**src/fdg_pkg.sv**
```systemverilog
// fdg_pkg: constants for the fsk deviation / gaussian divider block
// assumes: registers reached over ahb-lite with 32-bit data
package fdg_pkg;
   // ==========================================================
   // register byte addresses (indices 0x1c..0x1f are register numbers,
   // not byte offsets, so index * 4 gives the byte address)
   localparam logic [7:0]  IDX_DEV_CFG    = 8'h1c;
   localparam logic [7:0]  IDX_DIV_LOW    = 8'h1d;
   localparam logic [7:0]  IDX_FILT_CFG   = 8'h1e;
   localparam logic [7:0]  IDX_STATUS     = 8'h1f;
   localparam logic [9:0]  ADDR_DEV_CFG   = {IDX_DEV_CFG, 2'b00};
   localparam logic [9:0]  ADDR_DIV_LOW   = {IDX_DIV_LOW, 2'b00};
   localparam logic [9:0]  ADDR_FILT_CFG  = {IDX_FILT_CFG, 2'b00};
   localparam logic [9:0]  ADDR_STATUS    = {IDX_STATUS, 2'b00};
   // ==========================================================
   // field positions
   localparam int          SCALE_LSB      = 5;
   localparam int          MULT_LSB       = 0;
   localparam int          BYP_BIT        = 3;
   localparam int          ASK_BIT        = 4;
   localparam int          STAT_GF_ON_BIT = 0;
   localparam int          STAT_TICK_BIT  = 1;
   // ==========================================================
   // reset values, widths and bus codes
   localparam logic [7:0]  RST_DEV_CFG    = 8'hdf;
   localparam logic [7:0]  RST_DIV_LOW    = 8'h08;
   localparam logic [7:0]  RST_FILT_CFG   = 8'h04;
   localparam logic [2:0]  SCALE_MUL2     = 3'h7;
   localparam int          DIV_W          = 11;
   localparam int          PROD_W         = 13;
   localparam logic [1:0]  HTRANS_NONSEQ  = 2'h2;
   localparam logic [2:0]  HSIZE_WORD     = 3'h2;
endpackage : fdg_pkg

```
**src/fdg_tick_if.sv**
```systemverilog
// fdg_tick_if: divider value into the strobe generator, strobe out
// assumes: one clock domain shared by both ends
`timescale 1ns/1ps
`default_nettype none
interface fdg_tick_if;
   logic [10:0] div_value;
   logic        run;
   logic        tick;
   modport ctrl (output div_value, output run, input tick);
   modport gen  (input div_value, input run, output tick);
endinterface : fdg_tick_if
`default_nettype wire

```
**src/fdg_tick_gen.sv**
```systemverilog
// fdg_tick_gen: reloading down counter giving gaussian sample strobe
// assumes: div_value stable or changing only between periods
`timescale 1ns/1ps
`default_nettype none
module fdg_tick_gen
   import fdg_pkg::*;
(
   input  wire logic clock_i,
   input  wire logic rstn_i,
   fdg_tick_if.gen   tif
);
   logic [DIV_W-1:0] cnt_q;
   logic [DIV_W-1:0] cnt_d;
   logic             tick_q;
   wire              expired = (cnt_q == '0);

   // ==========================================================
   // counter: period is divider + 1 clocks
   assign cnt_d = !tif.run ? tif.div_value
                : expired  ? tif.div_value
                : cnt_q - 11'h001;

   always_ff @(posedge clock_i or negedge rstn_i) begin
      if (!rstn_i) begin
         cnt_q  <= '0;
         tick_q <= 1'b0;
      end else begin
         cnt_q  <= cnt_d;
         tick_q <= tif.run & expired;
      end
   end
   assign tif.tick = tick_q;
endmodule : fdg_tick_gen
`default_nettype wire

```
**src/fdg_top.sv**
```systemverilog
// fdg_top: deviation scale/multiplier and gaussian divider registers
// assumes: ahb-lite single word transfers, one clock, sync inputs
//
// Summary of operation
// - bits 7:5 of deviation register scale: /64../1, code 111 x2
// - bits 4:0 of deviation register multiply filter samples
// - filter sample rate comes from an 11-bit software divider
// - divider low byte from own register, bits 10:8 from config
// - deviation = fxosc*(190*mult*2^scale/64+0.5)/(2^21-0.5)
// - gaussian filter is off whenever ask is selected
`timescale 1ns/1ps
`default_nettype none
module fdg_top
   import fdg_pkg::*;
(
   input  wire logic        clock_i,
   input  wire logic        rstn_i,
   input  wire logic        hsel_i,
   input  wire logic [31:0] haddr_i,
   input  wire logic [1:0]  htrans_i,
   input  wire logic        hwrite_i,
   input  wire logic [2:0]  hsize_i,
   input  wire logic [31:0] hwdata_i,
   input  wire logic        hready_i,
   input  wire logic        filter_sample_i,
   output logic      [31:0] hrdata_o,
   output logic             hreadyout_o,
   output logic             hresp_o,
   output logic             filter_enable_o,
   output logic             sample_strobe_o,
   output logic      [12:0] shaped_sample_o
);
   // ==========================================================
   // registers
   logic [7:0]  dev_cfg_q;
   logic [7:0]  div_low_q;
   logic [7:0]  filt_cfg_q;
   logic        wr_pend_q;
   logic [9:0]  wr_addr_q;
   logic [31:0] rdata_q;
   logic [31:0] rdata_d;
   logic        gf_on_q;
   logic        strobe_q;
   logic [12:0] sample_q;

   fdg_tick_if tif ();

   // ==========================================================
   // fields
   wire [2:0]  deviation_scale      = dev_cfg_q[SCALE_LSB +: 3];
   wire [4:0]  deviation_multiplier = dev_cfg_q[MULT_LSB +: 5];
   wire        filter_bypass        = filt_cfg_q[BYP_BIT];
   wire        ask_select           = filt_cfg_q[ASK_BIT];
   wire [DIV_W-1:0] filter_clock_divider =
      {filt_cfg_q[2:0], div_low_q};
   wire        gf_on_d = !filter_bypass && !ask_select;

   // ==========================================================
   // ahb-lite decode; zero wait states, always okay
   wire        acc     = hsel_i && hready_i && htrans_i[1];
   wire        wr_acc  = acc && hwrite_i;
   wire        rd_acc  = acc && !hwrite_i;
   wire [9:0]  a       = haddr_i[9:0];
   wire        wr_dev  = wr_pend_q && (wr_addr_q == ADDR_DEV_CFG);
   wire        wr_low  = wr_pend_q && (wr_addr_q == ADDR_DIV_LOW);
   wire        wr_filt = wr_pend_q && (wr_addr_q == ADDR_FILT_CFG);

   // unmapped or upper-address reads return zero
   wire        hi_zero = (haddr_i[31:10] == '0);
   assign rdata_d = !(rd_acc && hi_zero)  ? 32'h0000_0000
      : (a == ADDR_DEV_CFG)  ? {24'h000000, dev_cfg_q}
      : (a == ADDR_DIV_LOW)  ? {24'h000000, div_low_q}
      : (a == ADDR_FILT_CFG) ? {24'h000000, filt_cfg_q}
      : (a == ADDR_STATUS)   ? {30'h0, strobe_q, gf_on_q}
      : 32'h0000_0000;

   always_ff @(posedge clock_i or negedge rstn_i) begin
      if (!rstn_i) begin
         wr_pend_q <= 1'b0;
         wr_addr_q <= '0;
         rdata_q   <= '0;
      end else begin
         wr_pend_q <= wr_acc && hi_zero;
         wr_addr_q <= a;
         rdata_q   <= rdata_d;
      end
   end

   // ==========================================================
   // register writes, data phase
   always_ff @(posedge clock_i or negedge rstn_i) begin
      if (!rstn_i) begin
         dev_cfg_q  <= RST_DEV_CFG;
         div_low_q  <= RST_DIV_LOW;
         filt_cfg_q <= RST_FILT_CFG;
      end else begin
         if (wr_dev)
            dev_cfg_q  <= hwdata_i[7:0];
         if (wr_low)
            div_low_q  <= hwdata_i[7:0];
         if (wr_filt)
            filt_cfg_q <= {3'b000, hwdata_i[4:0]};
      end
   end

   // ==========================================================
   // sample strobe generator
   assign tif.div_value = filter_clock_divider;
   assign tif.run       = gf_on_q;

   fdg_tick_gen u_tick (
      .clock_i (clock_i),
      .rstn_i  (rstn_i),
      .tif     (tif)
   );

   // ==========================================================
   // deviation weight: mult * 2^scale / 64, kept as mult << scale
   // so shaped_sample_o carries six fraction bits; code 111 gives x2
   function automatic logic [PROD_W-1:0] dev_weight(
      input logic [4:0] mult,
      input logic [2:0] scale,
      input logic       smp
   );
      logic [PROD_W-1:0] w;
      w = smp ? ({8'h00, mult} << scale) : '0;
      return w;
   endfunction : dev_weight

   always_ff @(posedge clock_i or negedge rstn_i) begin
      if (!rstn_i) begin
         gf_on_q  <= 1'b0;
         strobe_q <= 1'b0;
         sample_q <= '0;
      end else begin
         gf_on_q  <= gf_on_d;
         strobe_q <= tif.tick;
         if (tif.tick)
            sample_q <= dev_weight(deviation_multiplier,
                                   deviation_scale,
                                   filter_sample_i);
      end
   end

   assign hrdata_o        = rdata_q;
   assign hreadyout_o     = 1'b1;
   assign hresp_o         = 1'b0;
   assign filter_enable_o = gf_on_q;
   assign sample_strobe_o = strobe_q;
   assign shaped_sample_o = sample_q;
endmodule : fdg_top
`default_nettype wire

```
**config.mk**
```make
export PLATFORM = sky130hd
export DESIGN_NAME = fdg_top
export DESIGN_NICKNAME = d
export VERILOG_FILES = /design/src/fdg_pkg.sv /design/src/fdg_tick_if.sv /design/src/fdg_tick_gen.sv /design/src/fdg_top.sv
export SDC_FILE = /design/constraint.sdc
export NUM_CORES = 1
export LEC_CHECK = 0
export BUFFER_PORTS_ARGS = -buffer_cell sky130_fd_sc_hd__clkbuf_2
export CAP_MARGIN = 10
export CORE_UTILIZATION = 45
export CTS_BUF_LIST = sky130_fd_sc_hd__clkbuf_8
export CTS_CLUSTER_DIAMETER = 150
export CTS_CLUSTER_SIZE = 40
export DETAILED_ROUTE_END_ITERATION = 10
export HOLD_SLACK_MARGIN = 0.12
export PLACE_DENSITY = 0.77
export SLEW_MARGIN = 25
export SYNTH_ARGS = -nofsm -noshare
export SYNTH_HDL_FRONTEND = slang
export SYNTH_SLANG_ARGS = --single-unit
export TNS_END_PERCENT = 10
```
**constraint.sdc**
```tcl
create_clock -name clock_i -period 1.7 [get_ports clock_i]
set_input_delay 0.255 -clock clock_i [delete_from_list [all_inputs] [get_ports clock_i]]
set_output_delay 0.255 -clock clock_i [all_outputs]
set_load 0.005 [all_outputs]
```
==> flow_metrics.env <==
export IMPL_nets=437
export IMPL_layout_common_cells="68 x clkbuf_2, 57 x dfrtp_1, 27 x conb_1, 22 x mux2_2, 15 x nand2_1"
export IMPL_fin_crit_ns=1.71
export IMPL_synth_area_leaders="dfrtp_1 46%, mux2_2 8.4%, dfstp_2 7.6%, buf_4 7.0%, mux2i_1 2.6%"
export IMPL_dp_hpwl_um=4520
export IMPL_critPathMaxFanout=8
export IMPL_cp_slowest_cell="dfrtp_1"
export IMPL_first_global_vias=2253
export IMPL_final_common_cell="clkbuf_2"
export IMPL_status="finished with violations"
export IMPL_syn2layout_area_growth_pct=25.6
export IMPL_start_util_pct=47.6
export IMPL_syn_area_per_cell_sq_um=11.7
export IMPL_final_setup_tns_ns=-0.0177
export IMPL_drv_slew=0
export IMPL_yosysTopAreaCell="dfrtp_1"
export IMPL_p_leak_nw=1.85
export IMPL_crit_buf_inv=1
export IMPL_setup_viol=3
export IMPL_numPortBuffers=68
export IMPL_htreeDepth=3
export IMPL_critical_path_class="reg2reg"
export IMPL_diodes=0
export IMPL_yosysUniqueCellTypes=44
export IMPL_dp_slack_ns=-0.0392
export IMPL_gr_total_overflow=0
export IMPL_cp_top_family="simple AND/OR/NAND/NOR gates"
export IMPL_wl_per_cell_um=14.5
export IMPL_cts_num_sinks=66
export IMPL_seq_area_sq_mm=0.00166
export IMPL_final_cells=441
export IMPL_maxCapViolations=0
export IMPL_ys_warnings_count=0
export IMPL_peakVddDrop_mv=0.406
export IMPL_die_h_um=84.9
export IMPL_worstSetupEndpointType="register"
export IMPL_switching_share_pct=23.3
export IMPL_clk_pin_slew_ns=0.07
export IMPL_whs_ns=0.167
export IMPL_hold_class="in2reg"
export IMPL_multi_input_area_sq_mm=0.00128
export IMPL_worst_ep_required_time_ns=1.93
export IMPL_yosys_area_top_type_share_pct=46.1
export IMPL_coreArea_sq_mm=0.00649
export IMPL_crit_path_start_kind="register"
export IMPL_final_layout_size_suffix_gt1_share_pct=40.1
export IMPL_period_share_pct=100
export IMPL_worst_slack_ns=-0.00703
export IMPL_topRoutingLayerUsed="met4"
export IMPL_grt_max_degree=67
export IMPL_finClkSkew_ns=0.00607
export IMPL_clk_latency_ns=0.34
export IMPL_syn_inst=265
export IMPL_syn_area_sq_mm=0.00309
export IMPL_hold_viol_final=0
export IMPL_wl_met2_um=3290
export IMPL_cp_cell_sequence="nor4bb_2 > and4b_1 > nor3b_4 > buf_12 > mux2_4"
export IMPL_drt_pass1_iter_count=7
export IMPL_powerDensity_mw_per_mm2=847
export IMPL_synth_flop_cell="dfrtp_1"
export IMPL_grt_util_all_layers_pct=19.1
export IMPL_violations="design-rule violations, negative setup slack"
export IMPL_grt_first_pass_wirelength_um=10400
export IMPL_cp_arrival_ns=1.93
export IMPL_postRouteAntennaNets=0
export IMPL_wirelength_um=6400
export IMPL_routabilityCongestion=0.741
export IMPL_fp_dieW_um=84.9
export IMPL_route_vias_total=2244
export IMPL_cts_buffer_depth=2
export IMPL_num_rows=29
export IMPL_wl_met1_um=2730
export IMPL_fmax_mhz=586
export IMPL_cts_tree="yes"
export IMPL_seqPwrFrac_pct=51.0
export IMPL_root_buffer="clkbuf_8"
export IMPL_power_switching_mw=0.767
export IMPL_combPwrFrac_pct=9.3
export IMPL_async_flop_share_pct=100
export IMPL_pwr_share_clk_pct=39.7
export IMPL_synth_edf_count=0
export IMPL_remaining_drc_errors=4
export IMPL_drt_iter0_markers=99
export IMPL_cts_buffers=9
export IMPL_dieArea_sq_mm=0.00721
export IMPL_antenna_found_initial=0
export IMPL_fill_cells=510
export IMPL_final_util_pct=59.8
export IMPL_ys_seq_area_share_pct=53.8
export IMPL_wl_met3_um=271
export IMPL_rsz0062_at_grt="true"
export IMPL_dp_cells=417
export IMPL_critPathMaxStageDelay_ns=0.37
export IMPL_synth_seq_cells=66
export IMPL_pin_count=124
export IMPL_postCtsSetupRepairBufs=0
export IMPL_p_int_mw=2.52
export IMPL_viasPerCell=5.09
## state kept, by name, summed over array words and instances (netlist names)
signal / flops
hrdata_o: 8
dev_cfg_q: 8
u_tick.tif.tick: 1
wr_pend_q: 1
div_low_q: 8
u_tick.cnt_q: 11
sample_strobe_o: 1
filter_enable_o: 1
filt_cfg_q: 5
wr_addr_q: 10
shaped_sample_o: 12
## cell usage after synthesis (all sizes together) (3+ instances only)
master   number
dfrtp        57
inv          13
a21oi         8
nor3b         5
o22ai         3
nand2        15
xor2          4
o221a         3
or3           4
o21ai        14
nand3b        4
buf          32
nor3          6
xnor2         4
nor2b         4
nor4          6
nand3         4
mux2i         8
o2bb2ai       4
nor2          9
dfstp         9
mux2         23
## cells by family after synthesis
logic type / count (synthesis) / synth area share, %
AO/OA/AOI/OAI: 41 / 9.31
XOR/XNOR: 8 / 2.27
adder cells (fa/ha/maj): 2 / 0.809
buffers and inverters: 47 / 9.27
flip-flops: 66 / 53.8
multiplexers: 31 / 11.0
other: 2 / 0.243
AND/OR/NAND/NOR: 68 / 13.4
## worst register-to-register path, delay by kind of cell (launching register included)
| family | cells | cell delay, ns |
|---|---|---|
| buffers and inverters | 1 | 0.16 |
| muxes | 1 | 0.31 |
| and+or+nand+nor | 3 | 0.76 |
| DFF | 1 | 0.37 |
## cell type report
| cell class | instances | area share [%] |
|---|---|---|
| Inverter | 13 | 1.26 |
| Sequential cell | 66 | 42.8 |
| Multi-Input combinational cell | 177 | 33.1 |
| Timing Repair Buffer | 93 | 15.3 |
| Clock buffer | 11 | 3.90 |
| Tap cell | 77 | 2.48 |
| Clock inverter | 4 | 1.13 |
## routing by layer
metal,global-route usage [%],up-vias
li1,-,1073
met1,23.0,1086
met2,32.7,76
met3,4.09,9
met4,9.40,0
met5,0,-
## what timing repair did
action / CTS / global route
pin swaps: 2 / 2
gates resized for setup: 7 / 11
hold endpoints to repair: 65 / 0
hold buffers: 9 / 0
setup endpoints to repair: 12 / 39
## per-stage QoR
step	total power, mW	cell area, sq um
after floorplan	1.87	3190
after global placement	1.97	3540
after detailed placement	1.98	3540
after CTS	3.31	3850
after global routing	3.42	3880
final	3.29	3880
## path summary, 6_finish.rpt
check / startpoint / endpoint / slack (ns) / cells after the start
worst max-delay path: wr_addr_q[7] / dev_cfg_q[5] / -0.007 / 5
worst min-delay path: hwdata_i[7] / dev_cfg_q[7] / 0.17 / 2
worst max register to register: wr_addr_q[7] / dev_cfg_q[5] / -0.007 / 5
worst min register to register: filt_cfg_q[3] / filter_enable_o / 0.45 / 1
max in group asynchronous: rstn_i / div_low_q[3] / 0.90 / 3
min in group asynchronous: rstn_i / hrdata_o[6] / 0.46 / 3
## power groups by stage
| stage | Combinational [mW] | Clock, mW | Sequential, mW |
|---|---|---|---|
| 2_1_floorplan | 0.176 | 0 | 1.69 |
| 3_3_place_gp | 0.269 | 0 | 1.70 |
| 3_5_place_dp | 0.278 | 0 | 1.70 |
| 4_1_cts | 0.302 | 1.33 | 1.68 |
| 5_1_grt | 0.344 | 1.40 | 1.69 |
| 6_report | 0.306 | 1.30 | 1.68 |
Note: power is estimated with default switching activity, not from simulation.
